**config.mk**
```make
export PLATFORM = sky130hd
export DESIGN_NAME = ppcc_crc_byte
export DESIGN_NICKNAME = d
export VERILOG_FILES = /design/src/ppcc_pkg.sv /design/src/ppcc_crc_byte.sv
export SDC_FILE = /design/constraint.sdc
export NUM_CORES = 1
export LEC_CHECK = 0
export BUFFER_PORTS_ARGS = -buffer_cell sky130_fd_sc_hd__buf_2
export CORE_MARGIN = 5
export CORE_UTILIZATION = 45
export CTS_CLUSTER_DIAMETER = 150
export DETAILED_ROUTE_END_ITERATION = 8
export HOLD_SLACK_MARGIN = 0.08
export PLACE_DENSITY = 0.73
export SETUP_SLACK_MARGIN = 0.5
export SKIP_CTS_REPAIR_TIMING = 1
export SLEW_MARGIN = 10
export SYNTH_ARGS = -nofsm -noshare
export SYNTH_HDL_FRONTEND = slang
export SYNTH_SLANG_ARGS = --single-unit
```
**constraint.sdc**
```tcl
create_clock -name clk_sys_i -period 2.2 [get_ports clk_sys_i]
set_input_delay 0.44 -clock clk_sys_i [delete_from_list [all_inputs] [get_ports clk_sys_i]]
set_output_delay 0.44 -clock clk_sys_i [all_outputs]
set_load 0.01 [all_outputs]
```
**src/ppcc_pkg.sv**
```systemverilog
// Package for the capability page CRC checker: offsets, codes, states and carriers
`default_nettype none
package ppcc_pkg;
    localparam int IDX_W = 16;
    // CRC engine
    localparam logic [15:0] CRC_POLY = 16'h8005;
    localparam logic [15:0] CRC_INIT = 16'h4f4e;
    // Capability page layout
    localparam logic [IDX_W-1:0] PG_WARMUP = 16'h009f;
    localparam logic [IDX_W-1:0] PG_DDR3_LO = 16'h00a0;
    localparam logic [IDX_W-1:0] PG_DDR3_HI = 16'h00a1;
    localparam logic [IDX_W-1:0] PG_DDR2_EXT = 16'h00a2;
    localparam logic [IDX_W-1:0] PG_CRC_LAST = 16'h00fd;
    localparam logic [IDX_W-1:0] PG_CRC_LO = 16'h00fe;
    localparam logic [IDX_W-1:0] PG_CRC_HI = 16'h00ff;
    localparam int PG_COPIES = 3;
    // Extended page layout
    localparam logic [IDX_W-1:0] EX_CRC_LO = 16'h0000;
    localparam logic [IDX_W-1:0] EX_CRC_HI = 16'h0001;
    localparam logic [IDX_W-1:0] EX_SIG_FIRST = 16'h0002;
    localparam logic [IDX_W-1:0] EX_SIG_LAST = 16'h0005;
    localparam logic [IDX_W-1:0] EX_PAIR_FIRST = 16'h0010;
    localparam logic [IDX_W-1:0] EX_PAIR_LAST = 16'h001f;
    localparam int EX_UNIT_SHIFT = 4;
    localparam logic [7:0] EX_SIG_B0 = 8'h45;
    localparam logic [7:0] EX_SIG_B1 = 8'h50;
    localparam logic [7:0] EX_SIG_B2 = 8'h50;
    localparam logic [7:0] EX_SIG_B3 = 8'h53;
    localparam logic [2:0] EX_SIG_MIN = 3'h2;
    localparam logic [7:0] SECT_UNUSED = 8'h00;
    localparam logic [7:0] SECT_SPEC = 8'h01;
    localparam logic [7:0] SECT_ECC = 8'h02;

    typedef enum {ST_IDLE, ST_RUN, ST_CHECK, ST_DONE} ppcc_state_t;

    typedef struct packed {
        logic done;
        logic valid;
        logic error;
        logic [1:0] copy;
    } ppcc_result_t;

    typedef struct packed {
        logic [3:0] warm_out;
        logic [3:0] warm_in;
        logic [15:0] ddr3_modes;
        logic [2:0] ddr2_modes;
        logic ddr3_rsvd_err;
        logic ddr2_rsvd_err;
        logic ddr3_gap_err;
        logic ddr2_gap_err;
        logic ddr3_none;
    } ppcc_caps_t;

    typedef struct packed {
        logic sig_ok;
        logic [3:0] sect_count;
        logic has_spec;
        logic has_ecc;
        logic order_err;
        logic len_err;
        logic [IDX_W-1:0] last_idx;
    } ppcc_ext_t;
endpackage : ppcc_pkg
`default_nettype wire

```
**src/ppcc_crc_byte.sv**
```systemverilog
// Byte-wide CRC register, most significant bit first, no reflection
`default_nettype none
module ppcc_crc_byte
    import ppcc_pkg::*;
(
    input wire logic clk_sys_i,
    input wire logic nrst_i,
    input wire logic init_i,
    input wire logic en_i,
    input wire logic [7:0] data_i,
    output logic [15:0] crc_o
);
    function automatic logic [15:0] crc_step(input logic [15:0] c, input logic [7:0] d);
        logic [15:0] r;
        logic fb;
        r = c;
        for (int i = 7; i >= 0; i--) begin
            fb = r[15] ^ d[i];
            r = {r[14:0], 1'b0} ^ (fb ? CRC_POLY : 16'h0000);
        end
        return r;
    endfunction

    wire logic [15:0] crc_next = init_i ? CRC_INIT : (en_i ? crc_step(crc_o, data_i) : crc_o);

    always_ff @(posedge clk_sys_i) begin
        if (!nrst_i) begin
            crc_o <= CRC_INIT;
        end else begin
            crc_o <= crc_next;
        end
    end
endmodule // ppcc_crc_byte
`default_nettype wire

```
==> Word level (Yosys, flattened, before mapping) <==
Index checks and enable logic that the tools add are counted.
{ "totals": {"romBits": 0, "latch_bits": 0, "inputBits": 12, "register_bits": 16, "output_inout_bits": 16, "ram_bits": 0, "n_memories": 0} }
{ "op_classes": {"n_reduce_logical": 1, "magnitude_cmp": 0, "bitwise_logic": 17, "n_div": 0, "mul": 0, "addsub": 0, "n_mux": 8, "shift": 0, "eq_ne": 0} }
{ "ops": {"columns": ["operator", "count"], "rows": [
  ["two-way mux 16 bit", 8],
  ["XOR 16 bit", 8],
  ["XOR 1 bit", 8],
  ["OR reduction 2 bit", 1],
  ["inverter 1 bit", 1]
]} }

==> Longest topological paths before layout <==
{ "depth": {"word_depth": 24, "depth_mapped": 6, "depth_no_buf": 6} }

==> Least setup slack after synthesis <==
Ideal clock, no wire load.
{ "synth_timing": {"kind": "input port to flip-flop", "startpoint": "input port data_i[2]", "endpoint": "register crc_o[15]", "n_path_buf": 0, "t_arrival_ps": 1752, "path_stages": 6, "setup_slack_ps": 386, "setup_time_ps": 62, "cell_sequence": "xnor2_1 xnor2_1 xor2_1 xnor2_1 or4b_1 nand3_1"} }
{ "synth_between": {"elab_chain_len": 9} }
{ "synth_lines": {"columns": ["item", "line", "text"], "rows": [
  ["start: declaration", "ppcc_crc_byte.sv:10", "input wire logic [7:0] data_i,"],
  ["XOR 1 bit", "ppcc_crc_byte.sv:18", "fb = r[15] ^ d[i];"],
  ["two-way mux 16 bit", "ppcc_crc_byte.sv:19", "r = {r[14:0], 1'b0} ^ (fb ? CRC_POLY : 16'h0000);"],
  ["XOR 16 bit", "ppcc_crc_byte.sv:19", null],
  ["XOR 1 bit", "ppcc_crc_byte.sv:18", null],
  ["two-way mux 16 bit", "ppcc_crc_byte.sv:19", null],
  ["XOR 16 bit", "ppcc_crc_byte.sv:19", null],
  ["XOR 1 bit", "ppcc_crc_byte.sv:18", null],
  ["two-way mux 16 bit", "ppcc_crc_byte.sv:19", null],
  ["XOR 16 bit", "ppcc_crc_byte.sv:19", null],
  ["end signal: assignment", "ppcc_crc_byte.sv:30", "crc_o <= crc_next;"],
  ["end: declaration", "ppcc_crc_byte.sv:11", "output logic [15:0] crc_o"]
]} }
No other way between the ends.
A chain may end at the register's enable or synchronous reset.

==> Worst setup path after layout <==
{ "layout_timing": {"startpoint": "register crc_o[15]", "endpoint": "register crc_o[15]"} }
{ "layout_between": {"elab_chain_len": 24} }
{ "layout_lines": {"columns": ["item", "line"], "rows": [
  ["XOR 1 bit", "ppcc_crc_byte.sv:18"],
  ["two-way mux 16 bit", "ppcc_crc_byte.sv:19"],
  ["XOR 16 bit", "ppcc_crc_byte.sv:19"],
  ["XOR 1 bit", "ppcc_crc_byte.sv:18"],
  ["two-way mux 16 bit", "ppcc_crc_byte.sv:19"],
  ["XOR 16 bit", "ppcc_crc_byte.sv:19"],
  ["XOR 1 bit", "ppcc_crc_byte.sv:18"],
  ["two-way mux 16 bit", "ppcc_crc_byte.sv:19"],
  ["(+8 left out)", null],
  ["two-way mux 16 bit", "ppcc_crc_byte.sv:19"],
  ["XOR 16 bit", "ppcc_crc_byte.sv:19"],
  ["XOR 1 bit", "ppcc_crc_byte.sv:18"],
  ["two-way mux 16 bit", "ppcc_crc_byte.sv:19"],
  ["XOR 16 bit", "ppcc_crc_byte.sv:19"],
  ["XOR 1 bit", "ppcc_crc_byte.sv:18"],
  ["two-way mux 16 bit", "ppcc_crc_byte.sv:19"],
  ["XOR 16 bit", "ppcc_crc_byte.sv:19"]
]} }
No other way between the ends.

==> out/metrics.yaml <==
outcome: "completed"
worst_ep_arrival_time_ps: 1870
vias_in_the_first_global_route: 624
total_leakage_power_uw: 0.000510
timing.hold.ws_ps: 506
floorplan.die_area_um2: 2680
crit_path_end_kind: "register"
top_signal_layer_used: "met4"
grt_first_pass_wirelength_um: 2700
place.gp.congestion: 0.718
fin_crit_sh: 0.749
timing.final.hold_violations: 0
reg.largest.list: "crc_o x16"
max_clock_freq_ghz: 0.607
relSlewSlack: 0.763
tritoncts.num_buffers: 3
post-route-worst-setup-slack_ps: 553
criticalPathCategory: "register to register"
fraction_of_final_layout_cells_with_drive_strength_greater_than_1: 0.471
min_from: "crc_o[5]"
drv_cap: 0
synth_commonest_cells: "20 x xnor2_1, 16 x dfxtp_1, 14 x nand2_1, 6 x mux2i_1, 6 x nor2_1"
finalSetupViolations: 0
cts-root-buf: "clkbuf_4"
hold_path_depth: 2
post_drt_via_cell_ratio: 5.05
hold_path_class: "register to register"
critPathMaxFanout: 3
synth_edf_count: 0
io_buffers: 27
die_h_um: 51.8
hold_path_end: "crc_o[5]"
maximum_number_of_pins_on_one_net_before_global_route_repair: 22
setup-tns-final_ps: 0
worstReg2RegStart: "crc_o[15]"
source_to_sink_clock_delay_at_the_later_pin_of_the_worst_skew_pair_ps: 280
num-fill-cells: 149
largest-register: "crc_o"
largest_register_ffs: 16
synth-main-ff-cell: "dfxtp_1"
antenna_left: 0
rsz0062_at_grt: "false"
irDropWorstVdd_mv: 0.391
postSynthCellCount: 84
cts.htree.levels: 1
hpwlAfterDp_um: 1210
detail_route.first_pass.iterations: 3
groute.usage.overall: 0.134
numClockSinks: 16
worst-slew-pin-transition_ps: 355
synthesis.area_per_instance_um2: 9.35
floorplan_die_width_um: 51.8
tritoncts: "built"
wl_met3_um: 88
ff2ff_path_depth: 6
initial_core_util: 0.465
synthesis.area_um2: 786
clk_pin_slew_worst_paths_ps: 80
critical_path.reg2reg.endpoint: "crc_o[15]"
io_pins: 28
area_delta_synth_final_pct: 46.0
postSynthNetCount: 96
drc: 0
post_layout_minimum_cycle_time_ps: 1650
overflow: 0
fp-row-count: 15
ff2ff_setup_slack_ps: 550
drt-met1-wl_um: 742
final-max-slew-violation-count: 0
totalWireLength_um: 1670
vias: 687
grt_antenna_before_repair: 0
clockBufferDepth: 2
crit_required_ps: 2420
multiInputGateArea_um2: 576
area_share_of_the_largest_cell_type_after_synthesis: 0.408
worst_setup_path_start_kind: "register"
synth-async-reset-ratio: 0
seqCellArea_um2: 325
met2_length_um: 807
average_routed_wire_per_standard_cell_um: 12.3
synth.largest_area_cell: "dfxtp_1"
post_synth_num_cell_types: 18
diodes: 0
nNetsFinal: 133
cellPowerDensity_nw_per_um2: 643
seq_area_frac_synth: 0.408
synth.most_common_cell: "xnor2_1"
synth_area_leaders: "dfxtp_1 41%, xnor2_1 22%, mux2i_1 7.6%"
design.core.area_um2: 1690
synth_seq_cells: 16
placement.setup.worst_slack_ps: 270
yosys_warnings: 0
drt-initial-drc-count: 4
fin_worst_skew_ps: 0.580
[worst max-delay path by stage]
| stage | to | depth (start not counted) | from |
|---|---|---|---|
| final | crc_o[15] | 6 | crc_o[15] |
| after global routing | crc_o[15] | 6 | crc_o[15] |
| after CTS | crc_o[15] | 6 | crc_o[15] |
| after detailed placement | crc_o[15] | 7 | data_i[5] |
| after global placement | crc_o[15] | 7 | data_i[5] |
| after floorplan | crc_o[15] | 6 | data_i[5] |
[power breakdown]
group / switching (µW) / internal, µW
combinational: 117 / 150
clock: 84.3 / 63.5
sequential: 16.9 / 306
total: 219 / 519
[cell families (layout without fill, tap and decap cells)]
| family | Yosys count | count (layout) | synth area share |
|---|---|---|---|
| compound gates | 9 | 9 | 0.0701 |
| xor+xnor | 23 | 23 | 0.275 |
| buf+inv | 4 | 39 | 0.0223 |
| flops | 16 | 16 | 0.408 |
| mux | 6 | 6 | 0.0764 |
| simple gates | 26 | 26 | 0.148 |
[critical path: stages, from the launching register on]
cell,delay [ps]
dfxtp_2,390
xor2_4,200
xnor2_2,170
xnor2_2,160
xnor2_1,110
or4b_1,480
nand3_1,80
[metal layers]
layer  vias to the layer above  global-route usage
met3                         4              0.0258
met2                        21               0.216
met5                         -                   0
li1                        348                   -
met4                         0              0.0655
met1                       314               0.170
[metrics by stage]
stage | utilization | std cells | power (µW) | area, µm²
after floorplan | - | 84 | 489 | 865
after global placement | 0.603 | 126 | 534 | 1020
after detailed placement | 0.603 | 126 | 538 | 1020
after CTS | 0.616 | 129 | 689 | 1040
after global routing | 0.679 | 136 | 787 | 1150
final | 0.679 | 136 | 738 | 1150
[placed cells by master, fill, tap and decap left out, types with 3 or more instances in the layout]
cell | Yosys | final
a211oi_1 | 4 | 4
buf_2 | 2 | 27
buf_4 | 0 | 9
clkbuf_4 | 0 | 3
dfxtp_1 | 16 | 12
dfxtp_2 | 0 | 4
mux2i_1 | 6 | 6
nand2_1 | 14 | 14
nor2_1 | 6 | 6
o21ai_0 | 5 | 5
xnor2_1 | 20 | 9
xnor2_2 | 1 | 9
xnor2_4 | 0 | 3
[area by class of cell]
| class | count | share of cell area |
|---|---|---|
| multi-input cells | 64 | 0.502 |
| flip-flops and latches | 16 | 0.284 |
| repair buffers | 36 | 0.177 |
| clock buffers | 3 | 0.0196 |
| well taps | 17 | 0.0185 |
No activity file was read; power rests on OpenSTA's default activity.
